### src/core/cra_pkg.sv
// Constants for the configuration register access block.
// Assumes a host I/O cycle port synchronous to ref_clk_i.
// Summary of operation
// - Registers are reached through the processor I/O address space.
// - Internal registers form three sets: hub, graphics bridge, streaming port.
// - Configuration access uses mechanism one: address port plus data window.
// - Byte, word and dword accesses touch only the addressed bytes.
// - Multi-byte fields are little-endian, low byte at lowest address.
// - Writes to read-only bits are ignored but the cycle completes.
// - Writing one clears a write-one-clear bit; zero leaves it.
// - Write-once bits take only the first write after power-up.
// - Lockable bits become read-only once their lock bit is set.
// - Reserved hub locations still complete the host cycle normally.
// - Reads of reserved locations return zero across the access width.
// - Writes to reserved locations change no internal state.
// - Full reset loads every register with its predetermined default.
// - Some reset defaults come from strapped input levels.
// - Address port sits at I/O address 0CF8h, written as dword.
// - Data window 0CFCh to 0CFFh produces a configuration cycle.
// - Configuration cycle only when address port bit 31 is one.
// - Full reset restores every default; warm reset keeps the sticky control bits and the write-once bits.
package cra_pkg;

  // ***********************************************************
  // I/O port map
  // ***********************************************************
  localparam logic [15:0] CRA_IO_ADDR_PORT = 16'h0CF8;
  localparam logic [15:0] CRA_IO_DATA_PORT = 16'h0CFC;
  localparam logic [31:0] CRA_ADDR_KEEP    = 32'h80FF_FFFC; // Bits held by the address port
  localparam int          CRA_ENABLE_BIT   = 31;
  localparam int          CRA_BUS_LSB      = 16;
  localparam int          CRA_DEV_LSB      = 11;
  localparam int          CRA_FUNC_LSB     = 8;
  localparam int          CRA_REG_LSB      = 2;

  // ***********************************************************
  // Logical device numbers of the three register sets
  // ***********************************************************
  localparam logic [4:0] CRA_DEV_HUB    = 5'h00;
  localparam logic [4:0] CRA_DEV_GFX    = 5'h01;
  localparam logic [4:0] CRA_DEV_STREAM = 5'h03;

  // ***********************************************************
  // Register dword indices inside each set
  // ***********************************************************
  localparam logic [5:0] CRA_IDX_ID      = 6'h00; // RO identity
  localparam logic [5:0] CRA_IDX_CTRL    = 6'h01; // R/W plus lock bit
  localparam logic [5:0] CRA_IDX_STATUS  = 6'h02; // Write-one-clear
  localparam logic [5:0] CRA_IDX_ONCE    = 6'h03; // Write-once
  localparam logic [5:0] CRA_IDX_STRAP   = 6'h04; // Strap-defaulted R/W
  localparam logic [5:0] CRA_IDX_VENDOR  = 6'h05; // Vendor reserved

  // ***********************************************************
  // Field layout and defaults
  // ***********************************************************
  localparam int          CRA_LOCK_BIT     = 31;
  localparam logic [31:0] CRA_CTRL_LOCKABLE = 32'h0000_FF00; // Bits frozen by lock
  localparam logic [31:0] CRA_CTRL_RSV     = 32'h7FFF_0000;  // Reserved read zero
  localparam logic [31:0] CRA_CTRL_DEF     = 32'h0000_0000;
  localparam logic [31:0] CRA_CTRL_STICKY  = 32'h0000_000F;  // Kept by warm reset
  localparam logic [31:0] CRA_ONCE_DEF     = 32'h0000_0000;
  localparam logic [31:0] CRA_STATUS_DEF   = 32'h0000_0000;
  localparam int          CRA_STRAP_W      = 8;

  // Identity value: arbitrary, names no real part
  localparam logic [31:0] CRA_ID_VALUE     = 32'h5A5A_0001;

endpackage

### src/core/cra_regset.sv
// One logical device register set: RO, R/W lockable, W1C, write-once, strap.
// Assumes byte-lane writes already aligned to a dword by the decoder.
module cra_regset #(
  parameter logic [31:0] ID_VALUE = cra_pkg::CRA_ID_VALUE
) (
  // Clock and resets
  input  wire logic        ref_clk_i,
  input  wire logic        full_rst_i,
  input  wire logic        warm_rst_i,
  // Access
  input  wire logic        wr_i,
  input  wire logic [5:0]  idx_i,
  input  wire logic [3:0]  be_i,
  input  wire logic [31:0] wdata_i,
  // Hardware events and strap defaults
  input  wire logic [31:0] event_i,
  input  wire logic [31:0] strap_val_i,
  // Read data and control register contents
  output logic [31:0]      rdata_o,
  output logic [31:0]      ctrl_o
);

  logic [31:0] ctrl_reg;
  logic [31:0] status_reg;
  logic [31:0] once_reg;
  logic [31:0] once_done_reg;
  logic [31:0] strap_reg;
  logic [31:0] bmask;

  // Byte enables expanded to a bit mask, low byte lowest address
  assign bmask = {{8{be_i[3]}}, {8{be_i[2]}}, {8{be_i[1]}}, {8{be_i[0]}}};

  wire         wr_ctrl   = wr_i && (idx_i == cra_pkg::CRA_IDX_CTRL);
  wire         wr_status = wr_i && (idx_i == cra_pkg::CRA_IDX_STATUS);
  wire         wr_once   = wr_i && (idx_i == cra_pkg::CRA_IDX_ONCE);
  wire         wr_strap  = wr_i && (idx_i == cra_pkg::CRA_IDX_STRAP);
  wire         locked    = ctrl_reg[cra_pkg::CRA_LOCK_BIT];
  wire  [31:0] ctrl_wm   = bmask & ~cra_pkg::CRA_CTRL_RSV &
                           ~(locked ? cra_pkg::CRA_CTRL_LOCKABLE : 32'h0000_0000);
  wire  [31:0] once_wm   = bmask & ~once_done_reg;

  // Control: warm reset keeps sticky bits, full reset clears all
  always_ff @(posedge ref_clk_i or posedge full_rst_i)
    if (full_rst_i)
      ctrl_reg <= cra_pkg::CRA_CTRL_DEF;
    else if (warm_rst_i)
      ctrl_reg <= (ctrl_reg & cra_pkg::CRA_CTRL_STICKY) | (cra_pkg::CRA_CTRL_DEF & ~cra_pkg::CRA_CTRL_STICKY);
    else if (wr_ctrl)
      ctrl_reg <= (ctrl_reg & ~ctrl_wm) | (wdata_i & ctrl_wm);

  // Status: hardware set wins over a same-cycle clear
  always_ff @(posedge ref_clk_i or posedge full_rst_i)
    if (full_rst_i)
      status_reg <= cra_pkg::CRA_STATUS_DEF;
    else if (warm_rst_i)
      status_reg <= cra_pkg::CRA_STATUS_DEF;
    else
      status_reg <= (status_reg & ~(wr_status ? (wdata_i & bmask) : 32'h0000_0000)) | event_i;

  // Write-once bits and their written flags, cleared only by power-up
  always_ff @(posedge ref_clk_i or posedge full_rst_i)
    if (full_rst_i)
    begin
      once_reg      <= cra_pkg::CRA_ONCE_DEF;
      once_done_reg <= 32'h0000_0000;
    end
    else if (wr_once)
    begin
      once_reg      <= (once_reg & ~once_wm) | (wdata_i & once_wm);
      once_done_reg <= once_done_reg | bmask;
    end

  // Strap-defaulted register: reloads its default from the strap value during reset
  always_ff @(posedge ref_clk_i)
    if (full_rst_i || warm_rst_i)
      strap_reg <= strap_val_i;
    else if (wr_strap)
      strap_reg <= (strap_reg & ~bmask) | (wdata_i & bmask);

  // Read selection; unlisted and vendor indices read zero
  always_comb
  begin
    case (idx_i)
      cra_pkg::CRA_IDX_ID:     rdata_o = ID_VALUE;
      cra_pkg::CRA_IDX_CTRL:   rdata_o = ctrl_reg;
      cra_pkg::CRA_IDX_STATUS: rdata_o = status_reg;
      cra_pkg::CRA_IDX_ONCE:   rdata_o = once_reg;
      cra_pkg::CRA_IDX_STRAP:  rdata_o = strap_reg;
      default:                 rdata_o = 32'h0000_0000;
    endcase
  end

  assign ctrl_o = ctrl_reg;
endmodule

### src/core/cra_top.sv
// Configuration address port and data window decoding for three register sets.
// Assumes host I/O cycles are one-cycle strobes synchronous to ref_clk_i.
module cra_top (
  // Clock and resets
  input  wire logic        ref_clk_i,
  input  wire logic        reset_i,
  input  wire logic        hub_reset_in_n_i,
  input  wire logic        power_good_i,
  // Host I/O cycle
  input  wire logic        io_req_i,
  input  wire logic        io_wr_i,
  input  wire logic [15:0] io_addr_i,
  input  wire logic [3:0]  io_be_i,
  input  wire logic [31:0] io_wdata_i,
  output logic             io_ack_o,
  output logic [31:0]      io_rdata_o,
  // Straps and events
  input  wire logic [7:0]  strap_i,
  input  wire logic [31:0] event_hub_i,
  input  wire logic [31:0] event_gfx_i,
  input  wire logic [31:0] event_stream_i,
  // State
  output logic [31:0]      cfg_addr_o,
  output logic             cfg_cycle_o,
  output logic [31:0]      hub_ctrl_o
);

  // ***********************************************************
  // Resets
  // ***********************************************************
  // Full reset: reset_i high or power-good low; warm: hub reset with power good
  wire full_rst = reset_i || !power_good_i;
  wire warm_rst = !hub_reset_in_n_i && power_good_i;

  // ***********************************************************
  // Decode
  // ***********************************************************
  logic [31:0] addr_reg;
  wire hit_addr = io_req_i && (io_addr_i[15:2] == cra_pkg::CRA_IO_ADDR_PORT[15:2]);
  wire hit_data = io_req_i && (io_addr_i[15:2] == cra_pkg::CRA_IO_DATA_PORT[15:2]);
  wire enabled  = addr_reg[cra_pkg::CRA_ENABLE_BIT];
  wire bus0     = (addr_reg[23:cra_pkg::CRA_BUS_LSB] == 8'h00);
  wire [4:0] dev = addr_reg[15:cra_pkg::CRA_DEV_LSB];
  wire fn0      = (addr_reg[10:cra_pkg::CRA_FUNC_LSB] == 3'h0);
  wire [5:0] idx = addr_reg[7:cra_pkg::CRA_REG_LSB];
  wire cfg_go   = hit_data && enabled;
  wire sel_hub  = cfg_go && bus0 && fn0 && (dev == cra_pkg::CRA_DEV_HUB);
  wire sel_gfx  = cfg_go && bus0 && fn0 && (dev == cra_pkg::CRA_DEV_GFX);
  wire sel_str  = cfg_go && bus0 && fn0 && (dev == cra_pkg::CRA_DEV_STREAM);
  wire [31:0] rd_hub;
  wire [31:0] rd_gfx;
  wire [31:0] rd_str;
  wire [31:0] strap_ext = {24'h000000, strap_i};

  // Address port takes full dword writes only
  always_ff @(posedge ref_clk_i or posedge full_rst)
    if (full_rst)
      addr_reg <= 32'h0000_0000;
    else if (warm_rst)
      addr_reg <= 32'h0000_0000;
    else if (hit_addr && io_wr_i && (io_be_i == 4'hF))
      addr_reg <= io_wdata_i & cra_pkg::CRA_ADDR_KEEP;

  // ***********************************************************
  // Register sets
  // ***********************************************************
  genvar g;
  wire [2:0] sel_v = {sel_str, sel_gfx, sel_hub};
  wire [31:0] rd_v [3];
  wire [31:0] ev_v [3];
  wire [31:0] ctrl_v [3];
  assign ev_v[0] = event_hub_i;
  assign ev_v[1] = event_gfx_i;
  assign ev_v[2] = event_stream_i;
  generate
    for (g = 0; g < 3; g++)
    begin : g_set
      cra_regset u_set (
        .ref_clk_i   (ref_clk_i),
        .full_rst_i  (full_rst),
        .warm_rst_i  (warm_rst),
        .wr_i        (sel_v[g] && io_wr_i && !warm_rst),
        .idx_i       (idx),
        .be_i        (io_be_i),
        .wdata_i     (io_wdata_i),
        .event_i     (ev_v[g]),
        .strap_val_i (strap_ext),
        .rdata_o     (rd_v[g]),
        .ctrl_o      (ctrl_v[g])
      );
    end
  endgenerate
  assign rd_hub = rd_v[0];
  assign rd_gfx = rd_v[1];
  assign rd_str = rd_v[2];

  // ***********************************************************
  // Read answer
  // ***********************************************************
  wire [31:0] rd_sel = sel_hub ? rd_hub : sel_gfx ? rd_gfx : sel_str ? rd_str :
                       hit_addr ? addr_reg : 32'h0000_0000;
  wire [31:0] lane_mask;
  wire [31:0] rd_msk;

  // One byte of mask per enable, lane 0 at the lowest address
  genvar b;
  generate
    for (b = 0; b < 4; b++)
    begin : g_lane
      assign lane_mask[8*b +: 8] = {8{io_be_i[b]}};
    end
  endgenerate

  // Disabled lanes read back as zero
  assign rd_msk = rd_sel & lane_mask;

  // Every cycle completes one clock later, mapped or reserved
  always_ff @(posedge ref_clk_i or posedge reset_i)
    if (reset_i)
    begin
      io_ack_o    <= 1'b0;
      io_rdata_o  <= 32'h0000_0000;
      cfg_cycle_o <= 1'b0;
    end
    else
    begin
      io_ack_o    <= io_req_i;
      io_rdata_o  <= (io_req_i && !io_wr_i) ? rd_msk : 32'h0000_0000;
      cfg_cycle_o <= cfg_go;
    end

  assign cfg_addr_o = addr_reg;
  assign hub_ctrl_o = ctrl_v[0];
endmodule

### config.mk
export PLATFORM = sky130hd
export DESIGN_NAME = cra_top
export DESIGN_NICKNAME = d
export VERILOG_FILES = /design/src/core/cra_pkg.sv /design/src/core/cra_regset.sv /design/src/core/cra_top.sv
export SDC_FILE = /design/constraint.sdc
export NUM_CORES = 1
export LEC_CHECK = 0
export BUFFER_PORTS_ARGS = -buffer_cell sky130_fd_sc_hd__buf_4
export CORE_UTILIZATION = 40
export CTS_BUF_LIST = sky130_fd_sc_hd__clkbuf_4
export DETAILED_ROUTE_END_ITERATION = 8
export SETUP_SLACK_MARGIN = 0.4
export SLEW_MARGIN = 20
export SYNTH_ARGS = -nofsm -noshare
export SYNTH_HDL_FRONTEND = slang
export SYNTH_SLANG_ARGS = --single-unit
### constraint.sdc
create_clock -name ref_clk_i -period 47.1 [get_ports ref_clk_i]
set_clock_uncertainty 0.15 [all_clocks]
set_input_delay 0 -clock ref_clk_i [delete_from_list [all_inputs] [get_ports ref_clk_i]]
set_output_delay 0 -clock ref_clk_i [all_outputs]
set_load 0.005 [all_outputs]
* After elaboration in Yosys (flattened, before gate mapping) *
Index checks and enable logic that the tools add are counted.

word-level totals
  bits in registers = 546
  logic and storage cells = 173
  output and inout port bits = 98
  input port bits = 162

cells by class
  equal/unequal tests = 9
  muxes and demuxes = 31
  reduce and logical (&&, ||, !) cells = 50
  bitwise logic cells = 58

operators with widths
  cell                                                               count
  32-bit AND                                                         26
  32-bit two-way mux                                                 19
  32-bit inverter                                                    16
  32-bit OR                                                          15
  32-bit case mux with 5 select lines                                3
  16-bit two-way mux                                                 3
  8-bit two-way mux                                                  6
  1-bit logical AND                                                  30
  14-bit by 10-bit == test with 1-bit output, second input constant  2
  2-bit nonzero test                                                 7
  6-bit by 2-bit == test with 1-bit output, second input constant    2
  8-bit zero test                                                    1
  6-bit by 1-bit == test with 1-bit output, second input constant    1
  6-bit by 3-bit == test with 1-bit output, second input constant    1
  6-bit zero test                                                    1
  2-bit AND reduction                                                3
  5-bit by 1-bit == test with 1-bit output, second input constant    1
  5-bit by 2-bit == test with 1-bit output, second input constant    1
  5-bit zero test                                                    1
  4-bit == test, second input constant                               1
  1-bit zero test                                                    4
  3-bit zero test                                                    1
  1-bit logical OR                                                   2
  1-bit inverter                                                     1

* Logic depth before layout (Yosys ltp) *
  depth in word-level cells = 14
  mapped depth = 10
  gate-level depth less buffers = 6

* Modules after synthesis *
A second synthesis with hierarchy kept.

second synthesis, totals
  cells, all modules = 2434
  area, all modules = 24235.7 µm²

modules (own cells, without submodules)
  module      area an instance (µm²)  times used  cells each  sequential area each (µm²)
  cra_regset  7073.0                  3           711         3788.6
  cra_top     3016.6                  1           301         1426.4

* Worst setup path after synthesis *
OpenSTA, ideal clock, no wires.

  path type = input-to-reg
  from = input port reset_i
  to = register g_set[0].u_set.strap_reg[4], data pin
  cell stages on the path = 5
  arrival = 18.972 ns
  buffers on the path = 1
  slack = 27.698 ns
  library setup time = 0.280 ns
  required time = 46.670 ns
  path through = nor2b_1 nand2_1 clkbuf_1 nand2_1 o21ai_0

on the way
  longest elaborated chain between the ends = 3

ends and longest elaborated chain
  item                  RTL line          RTL
  from (decl)           cra_top.sv:6      input wire logic reset_i,
  1-bit logical OR      cra_top.sv:32     wire full_rst = reset_i || !power_good_i;
  1-bit logical OR      cra_regset.sv:75  if (full_rst_i || warm_rst_i)
  8-bit two-way mux     cra_regset.sv:75
  to (signal assigned)  cra_regset.sv:76  strap_reg <= strap_val_i;
  to (signal assigned)  cra_regset.sv:78  strap_reg <= (strap_reg & ~bmask) | (wdata_i & bmask);
  to (decl)             cra_regset.sv:27  logic [31:0] strap_reg;

No other way between the ends.
A chain may end at the register's enable or synchronous reset.

* Worst setup path in the final report *
  from = register addr_reg[7], in the netlist cfg_addr_o[7]
  to = register g_set[2].u_set.strap_reg[26]

on the way
  longest elaborated chain between the ends = 2

ends and longest elaborated chain
  item                                      RTL line          RTL
  from (decl)                               cra_top.sv:38     logic [31:0] addr_reg;
  from (signal assigned)                    cra_top.sv:62     addr_reg <= io_wdata_i & cra_pkg::CRA_ADDR_KEEP;
  6-bit by 3-bit == test with 1-bit output  cra_regset.sv:36  wire wr_strap = wr_i && (idx_i == cra_pkg::CRA_IDX_STRAP);
  1-bit logical AND                         cra_regset.sv:36
  to (signal assigned)                      cra_regset.sv:76
  to (signal assigned)                      cra_regset.sv:78
  to (decl)                                 cra_regset.sv:27

No other way between the ends.

==> impl_metrics.tcl <==
set metrics [dict create \
    critPathKind "register to register" \
    cts-hold-fix-buffers 478 \
    grt_antenna_before_repair 4 \
    design_power_total_mw 0.954 \
    drt-vias-per-instance 5.66 \
    dieArea_sq_mm 0.0561 \
    yosysMostFrequentCell "dfrtp_1" \
    routabilityCongestion 0.885 \
    number_of_cells_on_the_worst_reg_to_reg_path 10 \
    synthDominantAreaCellType "dfrtp_1" \
    period_share_pct 12.1 \
    fin_cells 3721 \
    outcome "complete, but fails checks" \
    io_buffers 233 \
    synth.yosys.seq_area_share_pct 54.8 \
    synth.area.top_cells "dfrtp_1, dfxtp_1, mux2_2" \
    synth_commonest_cells "dfrtp_1, nand2_1, a21oi_1, nor2_1, clkbuf_1" \
    first_global_vias 21700 \
    asyncSetResetFlopFracSynth_pct 80.5 \
    critical_path_arrival_ns 6.48 \
    dr.first_iter.drc_count 2205 \
    postSynthAreaPerCell_sq_um 9.98 \
    yosysUniqueCellTypes 68 \
    grt_first_pass_wirelength_um 127000 \
    setup_viol_count_final 0 \
    timing.critical_path.from_type "register" \
    ys_ff_latch 492 \
    initial_core_util_pct 40.7 \
    io_pins 260 \
    route.detailed.wl_per_inst_um 22.4 \
    fin_area_sq_mm 0.0309 \
    quantity_of_gates_resized_following_cts 0 \
    fin_crit_ns 5.72 \
    die_h_um 237 \
    synth-main-ff-cell "dfrtp_1" \
    final_hold_viol_count 0 \
    timing.hold.worst_path_depth 4 \
    postPlaceCellArea_sq_mm 0.0241 \
    power.static_leakage_nw 13.8 \
    number_of_clock_sinks_seen_by_cts 492 \
    timing.critical_path.to_type "register" \
    worst_slew_pin_slew_ns 1.15 \
    ant_nets 0 \
    preCtsSetupSlack_ns 42.55 \
    clock-root-buffer "clkbuf_4" \
    layout.nets 3073 \
    reg2reg_slack_ns 41.38 \
    crit-reg2reg-launch "cfg_addr_o[7]" \
    num_vias 21100 \
    timing.final.ws_setup_ns 41.38 \
    critPathMaxFanout 44 \
    cts.clk_slew.worst_paths_ns 0.07 \
    yosysWarnings 0 \
    max_freq_mhz 175 \
    drt_drc_violations_left 5 \
    max_slew_violations 0 \
    core_area_sq_mm 0.0541 \
    setup_tns_final_ns 0 \
    num-fill-cells 4587 \
    maxCapViolCount 0 \
    worst_hold_path.endpoint "g_set[1].u_set.once_done_reg[9]" \
    track_usage_pct 30.1 \
    synth.cell_area_sq_mm 0.0220 \
    pin_count_of_the_biggest_net_entering_global_routing 184 \
    worstPathRequired_ns 47.86 \
    pd_cells_mw_per_mm2 30.9 \
    cts.repair_timing.setup_buffer_count 0 \
    dp.cells 2988 \
    grt_setup_unrepaired "no" \
    worst_ir_drop_vdd_mv 0.0212 \
    worst_hold_startpoint "io_be_i[1]" \
    class_of_the_most_critical_hold_timing_path "input pin to register" \
    clk_latency_ns 0.99 \
    synth_enable_flop_cells 24 \
    regToRegEndpoint "g_set[2].u_set.strap_reg[26]" \
    synthCells 2208 \
    slew_headroom_pct 22.7 \
    placementRows 85 \
    syn2layout_area_growth_pct 40.0 \
    cts_buffer_count 137 \
    tritoncts "yes" \
    ctsLongestPathBuffers 3 \
    violations "design-rule violations" \
    drt_wl_total_um 83500 \
    layout-drive-gt1-share_pct 21.4 \
    chipWidth_um 237 \
    yosys.area.top_type_share_pct 44.9 \
    globalRoute.totalOverflow 0 \
    drt-pass1-iter-count 9 \
    htreeDepth 4 \
    place_hpwl_um 49100 \
]
==> stage by stage <==
stage                     utilization [%]  hold WS (ns)
after floorplan                         -        -0.119
after global placement               44.5       -0.0209
after detailed placement             44.5       -0.0224
after CTS                            56.9        0.0107
after global routing                 57.0        0.0976
final                                57.0         0.144
==> kinds of logic after synthesis <==
logic type / synth area share, %
AOI/OAI and AO/OA: 14.8
muxes: 7.80
other: 0.0170
and+or+nand+nor: 17.5
DFF: 54.8
buffers and inverters: 5.18
==> worst max-delay path, stage by stage, from the launching register on <==
cell and delay (ns):
dfrtp_1 0.52, nor3_1 0.64, and3_2 1.06, buf_4 0.65, nand3_1 0.14, dlygate4sd3_1 0.63, nor2_1 0.31, dlygate4sd3_1 0.77
nand2_1 0.08, a21oi_1 0.15, dlygate4sd3_1 0.58
==> worst max path at each step <==
stage / start / end / cells after the start
detailed placement: cfg_addr_o[4] / g_set[1].u_set.ctrl_o[14] / 7
CTS: cfg_addr_o[7] / g_set[2].u_set.strap_reg[29] / 10
global placement: cfg_addr_o[4] / g_set[1].u_set.ctrl_o[15] / 7
finish: cfg_addr_o[7] / g_set[2].u_set.strap_reg[26] / 10
floorplan: reset_i / cfg_addr_o[10] / 1
global route: cfg_addr_o[7] / g_set[2].u_set.strap_reg[29] / 10
==> routing by layer <==
layer,up-vias,wire length (um),GRT usage [%]
li1,9191,-,-
met1,10400,32700,37.7
met2,1266,39400,48.4
met3,242,7730,6.83
met4,2,3690,16.2
met5,-,10,0
==> placed cells by master (no fill, tap or decap), drive strengths merged, types with 6 or more instances in the layout <==
cell type / instances
a211oi: 15
a21o: 6
a21oi: 240
a221oi: 16
a222oi: 36
a22o: 29
a22oi: 35
and3: 15
buf: 263
bufinv: 7
clkbuf: 213
clkinv: 28
conb: 24
dfrtp: 396
dfxtp: 72
dlygate4sd3: 478
edfxtp: 24
inv: 43
mux2: 118
mux2i: 39
nand2: 313
nand2b: 106
nand3: 82
nand3b: 13
nand4: 11
nor2: 199
nor2b: 9
nor3: 11
nor4: 12
o211ai: 7
o21ai: 78
o221ai: 9
o22ai: 9
o2bb2ai: 8
or4: 8
==> where the power goes <==
| group | switching [mW] | internal (mW) | total, mW |
|---|---|---|---|
| Sequential | 0.00648 | 0.434 | 0.441 |
| Clock | 0.189 | 0.244 | 0.433 |
| Combinational | 0.0364 | 0.0436 | 0.0800 |
| Total | 0.232 | 0.722 | 0.954 |
==> area by class of cell <==
| type | instances | area [sq um] | share of cell area [%] |
|---|---|---|---|
| inverter | 43 | 163 | 0.527 |
| antenna | 5 | 12.5 | 0.0405 |
| clock inverter | 35 | 332 | 1.07 |
| sequential | 492 | 12100 | 39.1 |
| multi-input combinational | 1496 | 8990 | 29.1 |
| clock buffer | 213 | 1600 | 5.18 |
| tap | 696 | 871 | 2.82 |
| timing repair buffer | 741 | 6820 | 22.1 |
(Power assumes the default switching activity.)
